[src/rtl/autoneg_strap_pkg.sv]
// Constants for the strap-driven auto-negotiation configuration block
package autoneg_strap_pkg;
  localparam logic [7:0] OFS_BMC = 8'h00;
  localparam logic [7:0] OFS_ADV = 8'h04;
  localparam logic [7:0] OFS_STS = 8'h10;
  localparam int BMC_SPEED = 13;
  localparam int BMC_ANEN = 12;
  localparam int BMC_RESTART = 9;
  localparam int BMC_DUPLEX = 8;
  localparam int STS_STRAPAN = 9;
  localparam int STS_DUPLEX = 2;
  localparam int STS_SPEED10 = 1;
  localparam int STS_ANDONE = 4;
  localparam int STS_LINK = 0;
  localparam int ADV_T10H = 5;
  localparam int ADV_T10F = 6;
  localparam int ADV_T100H = 7;
  localparam int ADV_T100F = 8;
  localparam logic [15:0] BMC_RESET = 16'h3100;
  localparam logic [8:0] ADV_F10H = 9'h021;
  localparam logic [8:0] ADV_F10F = 9'h041;
  localparam logic [8:0] ADV_F100H = 9'h081;
  localparam logic [8:0] ADV_F100F = 9'h101;
  localparam logic [8:0] ADV_ALL = 9'h1e1;
  localparam logic [8:0] ADV_10ONLY = 9'h061;
  localparam logic [8:0] ADV_100ONLY = 9'h181;
  localparam logic [8:0] ADV_HALF = 9'h0a1;
  localparam logic [8:0] ADV_10HALF = 9'h021;
  typedef enum logic [1:0] {LVL_LOW, LVL_MID, LVL_HIGH} level_type;
  typedef enum {ST_WAIT, ST_RUN} phase_type;
endpackage

[src/rtl/autoneg_strap_config.sv]
// Strap loader, control registers and mode resolution
`timescale 1ns/1ps
`default_nettype none
// What this block does
// Each strap decodes two comparator outputs into low, mid or high.
// Sampled straps set status bit 9 and advertisement bits 8 to 5.
// Reset defaults enable negotiation and advertise all four abilities.
// Status bit 9 is one for advertised modes, zero for forced modes.
// Software writes to control register change negotiation function anytime.
// While negotiating, advertise exactly the advertisement register abilities.
// Advertisement ability bits are writable in any combination.
// Straps never affect control register contents.
// Status speed and duplex valid only when forced or negotiation complete.
// Negotiated mode is highest priority ability common to both sides.
// High strap 0, low mid: forced 10 half, adv 021h.
// High strap 1, low mid: forced 10 full, adv 041h.
// High mid, low 0: forced 100 half, adv 081h.
// High mid, low 1: forced 100 full, adv 101h.
// Both mid: negotiate all four abilities, adv 1E1h.
// Both 0: negotiate 10 half and full, adv 061h.
// High 0, low 1: negotiate 100 half and full, adv 181h.
// High 1, low 0: negotiate half duplex both speeds, adv 0A1h.
// Both 1: negotiate 10 half only, adv 021h.
// Priority: 100 full, 100 half, 10 full, 10 half.
// Negotiation off: bit 13 speed, bit 8 duplex; ignored when on.
// Straps captured once after reset release, later changes ignored.
module autoneg_strap_config
  import autoneg_strap_pkg::*;
(
  // Clock and reset
  input wire logic clk_sys,
  input wire logic rst,
  // Strap comparator pairs (a, b) per pin
  input wire logic strapLowA,
  input wire logic strapLowB,
  input wire logic strapHighA,
  input wire logic strapHighB,
  // Register port
  input wire logic regWrite,
  input wire logic regRead,
  input wire logic [7:0] regAddr,
  input wire logic [15:0] regWdata,
  output logic [15:0] regRdata,
  // Negotiation engine side
  input wire logic [8:0] partnerAbility,
  input wire logic anComplete,
  input wire logic linkUp,
  output logic [8:0] flpAbility,
  output logic flpEnable,
  output logic anRestart,
  output logic speed10,
  output logic fullDuplex,
  output logic modeValid
);
  logic [3:0] strapS1_r, strapS2_r;
  logic [15:0] bmc_r, bmc_nxt;
  logic [8:0] adv_r, adv_nxt;
  logic strapAn_r, strapAn_nxt;
  logic forceSpd10_r, forceSpd10_nxt, forceFdx_r, forceFdx_nxt;
  phase_type phase_r, phase_nxt;
  logic [15:0] rdata_nxt;
  logic restart_nxt, spd_nxt, fdx_nxt, valid_nxt;
  level_type lvlLow, lvlHigh;
  logic [15:0] stsWord;

  // Straps are board pins, so two flops before any decode
  // No reset here: the pair keeps tracking the pins while rst is held,
  // so the capture edge right after release sees settled levels
  always_ff @(posedge clk_sys) begin
    strapS1_r <= {strapHighB, strapHighA, strapLowB, strapLowA};
    strapS2_r <= strapS1_r;
  end

  function automatic level_type decode(input logic a, input logic b);
    if (a && b) decode = LVL_HIGH;
    else if (!a && b) decode = LVL_MID;
    else decode = LVL_LOW;
  endfunction

  always_comb begin
    lvlLow = decode(strapS2_r[0], strapS2_r[1]);
    lvlHigh = decode(strapS2_r[2], strapS2_r[3]);
  end

  always_comb begin
    stsWord = 16'h0000;
    stsWord[STS_STRAPAN] = strapAn_r;
    stsWord[STS_SPEED10] = speed10;
    stsWord[STS_DUPLEX] = fullDuplex;
    stsWord[STS_ANDONE] = anComplete;
    stsWord[STS_LINK] = linkUp;
  end

  always_comb begin
    bmc_nxt = bmc_r;
    adv_nxt = adv_r;
    strapAn_nxt = strapAn_r;
    forceSpd10_nxt = forceSpd10_r;
    forceFdx_nxt = forceFdx_r;
    phase_nxt = phase_r;
    restart_nxt = 1'b0;
    case (phase_r)
      ST_WAIT: begin
        // First edge after release; the synchroniser already holds the pins
        phase_nxt = ST_RUN;
        strapAn_nxt = 1'b1;
        forceSpd10_nxt = 1'b0;
        forceFdx_nxt = 1'b0;
        case ({lvlHigh, lvlLow})
          {LVL_LOW, LVL_MID}: begin
            adv_nxt = ADV_F10H;
            strapAn_nxt = 1'b0;
            forceSpd10_nxt = 1'b1;
          end
          {LVL_HIGH, LVL_MID}: begin
            adv_nxt = ADV_F10F;
            strapAn_nxt = 1'b0;
            forceSpd10_nxt = 1'b1;
            forceFdx_nxt = 1'b1;
          end
          {LVL_MID, LVL_LOW}: begin
            adv_nxt = ADV_F100H;
            strapAn_nxt = 1'b0;
          end
          {LVL_MID, LVL_HIGH}: begin
            adv_nxt = ADV_F100F;
            strapAn_nxt = 1'b0;
            forceFdx_nxt = 1'b1;
          end
          {LVL_MID, LVL_MID}: adv_nxt = ADV_ALL;
          {LVL_LOW, LVL_LOW}: adv_nxt = ADV_10ONLY;
          {LVL_LOW, LVL_HIGH}: adv_nxt = ADV_100ONLY;
          {LVL_HIGH, LVL_LOW}: adv_nxt = ADV_HALF;
          default: adv_nxt = ADV_10HALF;
        endcase
      end
      ST_RUN: begin
        if (regWrite && regAddr == OFS_BMC) begin
          bmc_nxt = regWdata;
          bmc_nxt[BMC_RESTART] = 1'b0;
          restart_nxt = regWdata[BMC_RESTART] | (regWdata[BMC_ANEN]
            & ~bmc_r[BMC_ANEN]);
          // Status bit 9 keeps the strap result after software takes over
          strapAn_nxt = strapAn_r;
        end
        if (regWrite && regAddr == OFS_ADV) begin
          adv_nxt = regWdata[8:0];
        end
      end
      default: phase_nxt = ST_WAIT;
    endcase
  end

  // Forced straps override negotiation until software writes the control word
  logic swOwns_r, swOwns_nxt;
  logic anOn;
  always_comb begin
    swOwns_nxt = swOwns_r | (regWrite && regAddr == OFS_BMC &&
      phase_r == ST_RUN);
    anOn = swOwns_r ? bmc_r[BMC_ANEN] : strapAn_r;
  end

  always_comb begin
    spd_nxt = speed10;
    fdx_nxt = fullDuplex;
    valid_nxt = 1'b0;
    if (!anOn) begin
      if (swOwns_r) begin
        spd_nxt = ~bmc_r[BMC_SPEED];
        fdx_nxt = bmc_r[BMC_DUPLEX];
      end else begin
        spd_nxt = forceSpd10_r;
        fdx_nxt = forceFdx_r;
      end
      valid_nxt = 1'b1;
    end else if (anComplete) begin
      valid_nxt = 1'b1;
      if (adv_r[ADV_T100F] && partnerAbility[ADV_T100F]) begin
        spd_nxt = 1'b0;
        fdx_nxt = 1'b1;
      end else if (adv_r[ADV_T100H] && partnerAbility[ADV_T100H]) begin
        spd_nxt = 1'b0;
        fdx_nxt = 1'b0;
      end else if (adv_r[ADV_T10F] && partnerAbility[ADV_T10F]) begin
        spd_nxt = 1'b1;
        fdx_nxt = 1'b1;
      end else if (adv_r[ADV_T10H] && partnerAbility[ADV_T10H]) begin
        spd_nxt = 1'b1;
        fdx_nxt = 1'b0;
      end else begin
        valid_nxt = 1'b0;
      end
    end
    case (regAddr)
      OFS_BMC: rdata_nxt = bmc_r;
      OFS_ADV: rdata_nxt = {7'h00, adv_r};
      OFS_STS: rdata_nxt = stsWord;
      default: rdata_nxt = 16'h0000;
    endcase
    if (!regRead) rdata_nxt = regRdata;
  end

  always_ff @(posedge clk_sys or posedge rst) begin
    if (rst) begin
      bmc_r <= BMC_RESET;
      adv_r <= ADV_ALL;
      strapAn_r <= 1'b1;
      forceSpd10_r <= 1'b0;
      forceFdx_r <= 1'b0;
      phase_r <= ST_WAIT;
      swOwns_r <= 1'b0;
      regRdata <= 16'h0000;
      flpAbility <= 9'h000;
      flpEnable <= 1'b0;
      anRestart <= 1'b0;
      speed10 <= 1'b0;
      fullDuplex <= 1'b0;
      modeValid <= 1'b0;
    end else begin
      bmc_r <= bmc_nxt;
      adv_r <= adv_nxt;
      strapAn_r <= strapAn_nxt;
      forceSpd10_r <= forceSpd10_nxt;
      forceFdx_r <= forceFdx_nxt;
      phase_r <= phase_nxt;
      swOwns_r <= swOwns_nxt;
      regRdata <= rdata_nxt;
      flpAbility <= adv_r;
      flpEnable <= anOn && phase_r == ST_RUN;
      anRestart <= restart_nxt;
      speed10 <= spd_nxt;
      fullDuplex <= fdx_nxt;
      modeValid <= valid_nxt;
    end
  end

  chk_strap_once: assert property (@(posedge clk_sys) disable iff (rst)
    phase_r == ST_RUN |=> phase_r == ST_RUN)
    else $error("strap capture repeated");
  chk_both_mid: assert property (@(posedge clk_sys) disable iff (rst)
    phase_r == ST_WAIT && lvlLow == LVL_MID && lvlHigh == LVL_MID
    |=> adv_r == ADV_ALL && strapAn_r)
    else $error("mid straps wrong advertisement");
  chk_forced_sts: assert property (@(posedge clk_sys) disable iff (rst)
    phase_r == ST_WAIT && (lvlLow == LVL_MID) != (lvlHigh == LVL_MID)
    |=> !strapAn_r)
    else $error("forced strap left negotiation on");
  chk_flp_adv: assert property (@(posedge clk_sys) disable iff (rst)
    flpEnable |-> flpAbility == $past(adv_r))
    else $error("burst abilities differ from register");
  chk_adv_write: assert property (@(posedge clk_sys) disable iff (rst)
    phase_r == ST_RUN && regWrite && regAddr == OFS_ADV
    |=> adv_r == $past(regWdata[8:0]))
    else $error("advertisement write lost");
  chk_bmc_write: assert property (@(posedge clk_sys) disable iff (rst)
    phase_r == ST_RUN && regWrite && regAddr == OFS_BMC
    |=> bmc_r[BMC_ANEN] == $past(regWdata[BMC_ANEN]))
    else $error("control write lost");
  chk_valid_gate: assert property (@(posedge clk_sys) disable iff (rst)
    anOn && !anComplete |=> !modeValid)
    else $error("mode valid before completion");
  chk_top_prio: assert property (@(posedge clk_sys) disable iff (rst)
    anOn && anComplete && adv_r[ADV_T100F] && partnerAbility[ADV_T100F]
    |=> !speed10 && fullDuplex)
    else $error("priority resolution wrong");
  chk_bmc_hold: assert property (@(posedge clk_sys) disable iff (rst)
    !(phase_r == ST_RUN && regWrite && regAddr == OFS_BMC)
    |=> bmc_r == $past(bmc_r))
    else $error("control word changed without a write");
  chk_strap_hold: assert property (@(posedge clk_sys) disable iff (rst)
    phase_r == ST_RUN && !(regWrite && regAddr == OFS_ADV)
    |=> adv_r == $past(adv_r) && strapAn_r == $past(strapAn_r))
    else $error("strap result moved after capture");
  chk_restart_bit: assert property (@(posedge clk_sys) disable iff (rst)
    phase_r == ST_RUN && regWrite && regAddr == OFS_BMC &&
    regWdata[BMC_RESTART] |=> anRestart && !bmc_r[BMC_RESTART])
    else $error("restart request not pulsed");
  chk_ctl_forced: assert property (@(posedge clk_sys) disable iff (rst)
    swOwns_r && !bmc_r[BMC_ANEN] |=> modeValid &&
    speed10 == !$past(bmc_r[BMC_SPEED]) &&
    fullDuplex == $past(bmc_r[BMC_DUPLEX]))
    else $error("forced control bits not applied");
  chk_off_valid: assert property (@(posedge clk_sys) disable iff (rst)
    !anOn |=> modeValid && !flpEnable)
    else $error("forced mode not valid or bursts left on");

  // Forced strap rows: mode outputs settle two edges after the capture edge
  chk_force_10h: assert property (@(posedge clk_sys) disable iff (rst)
    phase_r == ST_WAIT && lvlHigh == LVL_LOW && lvlLow == LVL_MID
    |=> ##1 modeValid && speed10 && !fullDuplex)
    else $error("strap forced 10 half not applied");
  chk_force_10f: assert property (@(posedge clk_sys) disable iff (rst)
    phase_r == ST_WAIT && lvlHigh == LVL_HIGH && lvlLow == LVL_MID
    |=> ##1 modeValid && speed10 && fullDuplex)
    else $error("strap forced 10 full not applied");
  chk_force_100h: assert property (@(posedge clk_sys) disable iff (rst)
    phase_r == ST_WAIT && lvlHigh == LVL_MID && lvlLow == LVL_LOW
    |=> ##1 modeValid && !speed10 && !fullDuplex)
    else $error("strap forced 100 half not applied");
  chk_force_100f: assert property (@(posedge clk_sys) disable iff (rst)
    phase_r == ST_WAIT && lvlHigh == LVL_MID && lvlLow == LVL_HIGH
    |=> ##1 modeValid && !speed10 && fullDuplex)
    else $error("strap forced 100 full not applied");

  // Advertised strap rows: register value one edge after capture
  chk_adv_10only: assert property (@(posedge clk_sys) disable iff (rst)
    phase_r == ST_WAIT && lvlHigh == LVL_LOW && lvlLow == LVL_LOW
    |=> adv_r == ADV_10ONLY && strapAn_r)
    else $error("low straps wrong advertisement");
  chk_adv_100only: assert property (@(posedge clk_sys) disable iff (rst)
    phase_r == ST_WAIT && lvlHigh == LVL_LOW && lvlLow == LVL_HIGH
    |=> adv_r == ADV_100ONLY && strapAn_r)
    else $error("100 only straps wrong advertisement");
  chk_adv_half: assert property (@(posedge clk_sys) disable iff (rst)
    phase_r == ST_WAIT && lvlHigh == LVL_HIGH && lvlLow == LVL_LOW
    |=> adv_r == ADV_HALF && strapAn_r)
    else $error("half duplex straps wrong advertisement");
  chk_adv_10half: assert property (@(posedge clk_sys) disable iff (rst)
    phase_r == ST_WAIT && lvlHigh == LVL_HIGH && lvlLow == LVL_HIGH
    |=> adv_r == ADV_10HALF && strapAn_r)
    else $error("high straps wrong advertisement");
endmodule
`default_nettype wire

[config.mk]
export PLATFORM = sky130hd
export DESIGN_NAME = autoneg_strap_config
export DESIGN_NICKNAME = d
export VERILOG_FILES = /design/src/rtl/autoneg_strap_pkg.sv /design/src/rtl/autoneg_strap_config.sv
export SDC_FILE = /design/constraint.sdc
export NUM_CORES = 1
export LEC_CHECK = 0
export BUFFER_PORTS_ARGS = -buffer_cell sky130_fd_sc_hd__buf_2
export CAP_MARGIN = 20
export CORE_UTILIZATION = 52
export CTS_CLUSTER_DIAMETER = 50
export DETAILED_ROUTE_END_ITERATION = 12
export PLACE_DENSITY = 0.76
export SLEW_MARGIN = 25
export SYNTH_ARGS = -nofsm -noshare
export SYNTH_HDL_FRONTEND = slang
export SYNTH_SLANG_ARGS = --single-unit
[constraint.sdc]
create_clock -name clk_sys -period 1.9 [get_ports clk_sys]
set_input_delay 0.19 -clock clk_sys [delete_from_list [all_inputs] [get_ports clk_sys]]
set_output_delay 0.19 -clock clk_sys [all_outputs]
set_load 0.01 [all_outputs]
=== After elaboration in Yosys (flattened, before gate mapping) ===
Index checks and enable logic that the tools add are counted.

* Flip-flop bits (word level): 98
* Input port bits: 43
* Word-level logic and storage cells: 94

* Reduce and logical (&&, ||, !) cells: 24
* Mux-type cells: 35
* Equality and inequality tests: 14
* Bitwise gates (word level): 5

{| class="wikitable"
|+ Operator list
! operator !! number
|-
| $pmux W32 S2 || 1
|-
| $pmux W9 S7 || 1
|-
| $pmux W16 S3 || 1
|-
| $eq A32 B1 Y1 const B || 1
|-
| $eq A32 B2 Y1 const B || 1
|-
| $logic_not A32 Y1 || 1
|-
| $mux W1 || 28
|-
| $pmux W9 S2 || 1
|-
| $eq A4 B3 Y1 const B || 3
|-
| $logic_and A1 B1 Y1 || 12
|-
| $mux W9 || 1
|-
| $eq A4 B4 Y1 const B || 2
|-
| $eq A8 B3 Y1 const B || 1
|-
| $eq A8 B5 Y1 const B || 1
|-
| $logic_not A8 Y1 || 1
|-
| $reduce_and A2 Y1 || 3
|-
| $ne A5 B1 Y1 const B || 1
|-
| $eq A4 B1 Y1 const B || 1
|-
| $eq A4 B2 Y1 const B || 1
|-
| $logic_not A4 Y1 || 1
|-
| $mux W2 || 2
|-
| $ne A2 B2 Y1 const B || 2
|-
| $reduce_or A2 Y1 || 2
|-
| $reduce_or A4 Y1 || 1
|-
| 5 further kinds || 8
|}

=== Logic depth before layout (Yosys ltp) ===
* Depth after elaboration: 7
* Depth in mapped cells: 6
* Mapped depth without buffers: 5

=== Worst setup path before layout ===
Ideal clock, no wire load.

* Path type: input port to flip-flop
* Start: input regAddr[1]
* End: register bmc_r[0]
* Required time: 1.772 ns
* Arrival time: 1.567 ns
* Path slack: 0.206 ns
* Stages on the path: 5
* Path buffers: 1
* Cell sequence: or4_4 nor3_4 nand2_2 buf_4 mux2_1

* Longest elaborated chain between the ends: 3

{| class="wikitable"
|+ Ends and longest elaborated chain
! element !! RTL line !! RTL
|-
| start: declaration || autoneg_strap_config.sv:41 || <nowiki>input wire logic [7:0] regAddr,</nowiki>
|-
| $logic_not A8 Y1 || autoneg_strap_config.sv:138 || <nowiki>if (regWrite && regAddr == OFS_BMC) begin</nowiki>
|-
| $logic_and A1 B1 Y1 || autoneg_strap_config.sv:138 ||
|-
| $reduce_and A2 Y1 (no source line) || n/a ||
|-
| end signal: assignment || autoneg_strap_config.sv:220 || <nowiki>bmc_r <= bmc_nxt;</nowiki>
|-
| end: declaration || autoneg_strap_config.sv:56 || <nowiki>logic [15:0] bmc_r, bmc_nxt;</nowiki>
|}

Every way passes these cells.
A chain may end at the register's enable or synchronous reset.

=== Final worst setup path ===
* Start: input regAddr[1]
* End: register adv_r[8]

* Longest elaborated chain between the ends: 4

{| class="wikitable"
|+ Ends and longest elaborated chain
! element !! RTL line !! RTL
|-
| $eq A8 B3 Y1 || autoneg_strap_config.sv:146 || <nowiki>if (regWrite && regAddr == OFS_ADV) begin</nowiki>
|-
| $logic_and A1 B1 Y1 || autoneg_strap_config.sv:146 ||
|-
| $ne A2 B2 Y1 (no source line) || n/a ||
|-
| $reduce_and A2 Y1 (no source line) || n/a ||
|-
| end signal: assignment || autoneg_strap_config.sv:221 || <nowiki>adv_r <= adv_nxt;</nowiki>
|-
| end: declaration || autoneg_strap_config.sv:57 || <nowiki>logic [8:0] adv_r, adv_nxt;</nowiki>
|}

Every way passes these cells.

==> reports/qor.csv <==
metric;value;unit
min_period;1530;ps
dr_total_vias;1880;
antenna_found_initial;0;
final.setup.tns;0;ps
firstDrtPassIters;4;
min_from;regWdata[14];
hold_violations;0;
finalSetupViolations;0;
dieArea;5470;um^2
crit_chain;buf_2 -> or4_4 -> or4_4 -> mux2i_1 -> mux2i_1;
slew_viol_final;0;
core;4850;um^2
clk_latency;330;ps
vdd_drop_max;0.571;mV
met3_usage;5.42;%
post-cts-setup-buffers;0;
io_pins;73;
endpoint_kind;register;
powerDensity;867;nW/um^2
slowest_stage;or4_4;
cp_data_arrival_time;1780;ps
io_buffers;67;
reg2reg_from;adv_r[8];
grt.overflow.total;0;
grt-busiest-layer;met2;
layout-drive-gt1-share;35.0;%
clock_sinks;67;
async_reset_ff_share;88.1;%
die_y;73.9;um
synthDistinctLibCells;38;
yosysTopAreaCell;dfrtp_1;
post-synth-top-count-cell;dfrtp_1;
cts_buffer_depth;2;
finalCritPeriodShare;80.3;%
root_buffer;clkbuf_8;
critPathBufInv;1;
synth_ff_type;dfrtp_1;
worstHoldPathType;input port to register;
viasPerCell;5.21;
max_freq;656;MHz
area_delta_synth_final;25.3;%
num_rows;25;
start_util;55.5;%
first_global_vias;1778;
ant_nets;0;
grt_pass1_wl;8420;um
dp_hpwl;3690;um
avgSynthCellArea;12.9;um^2
gp_congestion;0.792;
synthTopCellsByArea;dfrtp_1 (46%), dfstp_2 (8.8%), mux2i_1 (7.1%);
gr-usage-met1;28.0;%
critPathMaxStageDelay;620;ps
netlist.area_leader.share;46.5;%
yosys_register_bits;67;
die_x;73.9;um
track_usage;21.5;%
path_delay_family;simple AND/OR/NAND/NOR gates;
diodes;0;
p_leak;0.00172;uW
wire_per_inst;14.6;um
reg2regPathDepth;5;
nFillCells;359;
syn_nets;251;
crit_fanout;10;
grt.met2_usage;33.6;%
worst-path-stages;5;
finalNetCount;332;
tritoncts;yes;
grt_max_degree;25;
status;complete, no violations;
drt_iter0_markers;101;
clock_skew;6.53;ps
rsz0062_at_grt;no;
worstHoldPathCells;2;
drt-total-wl;5260;um
worstSetupStartpoint;regAddr[1];
cap_violations;0;
required;2150;ps
syn_inst;208;
post-route-util;69.5;%
numCtsBuffers;9;
clk_pin_slew_worst_paths;70;ps
seq_area_frac_synth;61.2;%
crit_type;input port to register;
yosys-top-cells-count;dfrtp_1 (50), mux2i_1 (19), mux2_1 (15);
worstSetupStartpointType;input port;
synth_edf_count;0;
drc;0;
netlist_area;2690;um^2
ys_warn_count;0;
htree_num_levels;3;
-- routing by layer --
metal / share of wire [%] / up-vias
li1: - / 909
met1: 48 / 896
met2: 45 / 69
met3: 5.4 / 6
met4: 1.7 / 0
met5: 0 / -
-- path summary, 6_finish.rpt --
path	end	slack [ps]
hold reg to reg	strapS2_r[1]	330
setup reg to reg	speed10	390
setup / recovery	adv_r[8]	370
min in group asynchronous	regRdata[4]	430
hold / removal	bmc_r[14]	60
max in group asynchronous	bmc_r[12]	780
-- flip-flops by register name (all words and copies together) (netlist names) --
register	flops
adv_r	9
anRestart	1
bmc_r	15
flpAbility	9
flpEnable	1
forceFdx_r	1
forceSpd10_r	1
fullDuplex	1
modeValid	1
phase_r	1
regRdata	16
speed10	1
strapAn_r	1
strapS1_r	4
strapS2_r	4
swOwns_r	1
-- placed cells by master, fill, tap and decap left out, drive strengths merged --
master and instances:
a211oi 3, a22oi 2, nor2 8, a32oi 1
dlygate4sd3 5, nand3 2, a22o 7, nor4b 2
a211o 2, xor2 1, nand2b 2, dfxtp 8
o211ai 2, nand3b 3, nor4bb 1, o21ai 6
a21oi 12, conb 1, inv 4, or4 2
dfrtp 50, o31a 1, dfstp 9, clkinv 2
nand2 14, nor2b 7, clkbuf 15, xnor2 2
o2bb2ai 9, nor3 2, mux2 16, buf 74
mux2i 19
-- worst reg2reg max path: cells and delay by family (launching register included) --
kind	cells	cell delay (ps)
buf+inv	1	80
flops	1	400
mux	1	270
simple gates	1	140
compound gates	2	510
-- per-stage QoR --
step	cells	power, uW	instance area [um^2]	hold slack (ps)	setup WS [ps]
6_report	361	2920	3370	64.1	375
5_1_grt	361	3060	3370	56.6	268
4_1_cts	361	2960	3370	49.2	373
3_5_place_dp	340	1830	3130	239	58.3
3_3_place_gp	340	1820	3130	240	79.0
2_1_floorplan	208	1710	2690	218	206
-- timing repair --
action	CTS	global route
hold buffers	5	0
endpoints found under the setup margin	0	0
hold endpoints to repair	22	0
resized for setup	0	0
-- cell families (layout without fill, tap and decap cells) --
family / count (synthesis) / in the layout / share of synthesized area, %
multiplexers: 35 / 35 / 13.8
buffers and inverters: 14 / 100 / 2.42
AO/OA/AOI/OAI: 45 / 45 / 11.8
XOR/XNOR: 3 / 3 / 0.976
flip-flops: 67 / 67 / 61.2
AND/OR/NAND/NOR: 43 / 43 / 9.67
other: 1 / 1 / 0.139
-- power by group --
part	leakage (uW)	total, uW	internal [uW]	switching (uW)
logic	0.000792	262	122	141
registers	0.000834	1550	1500	50.3
clock network	0.0000989	1110	625	490
total	0.00172	2920	2240	681
-- final cells by class --
| class | instances | area, um^2 | share of cell area, % |
|---|---|---|---|
| multi-input combinational | 127 | 978 | 29.0 |
| tap | 67 | 83.8 | 2.49 |
| inverter | 5 | 18.8 | 0.557 |
| clock inverter | 1 | 5.00 | 0.148 |
| sequential | 67 | 1650 | 48.9 |
| clock buffer | 15 | 188 | 5.57 |
| timing repair buffer | 79 | 450 | 13.4 |
Note: power is estimated with default switching activity, not from simulation.
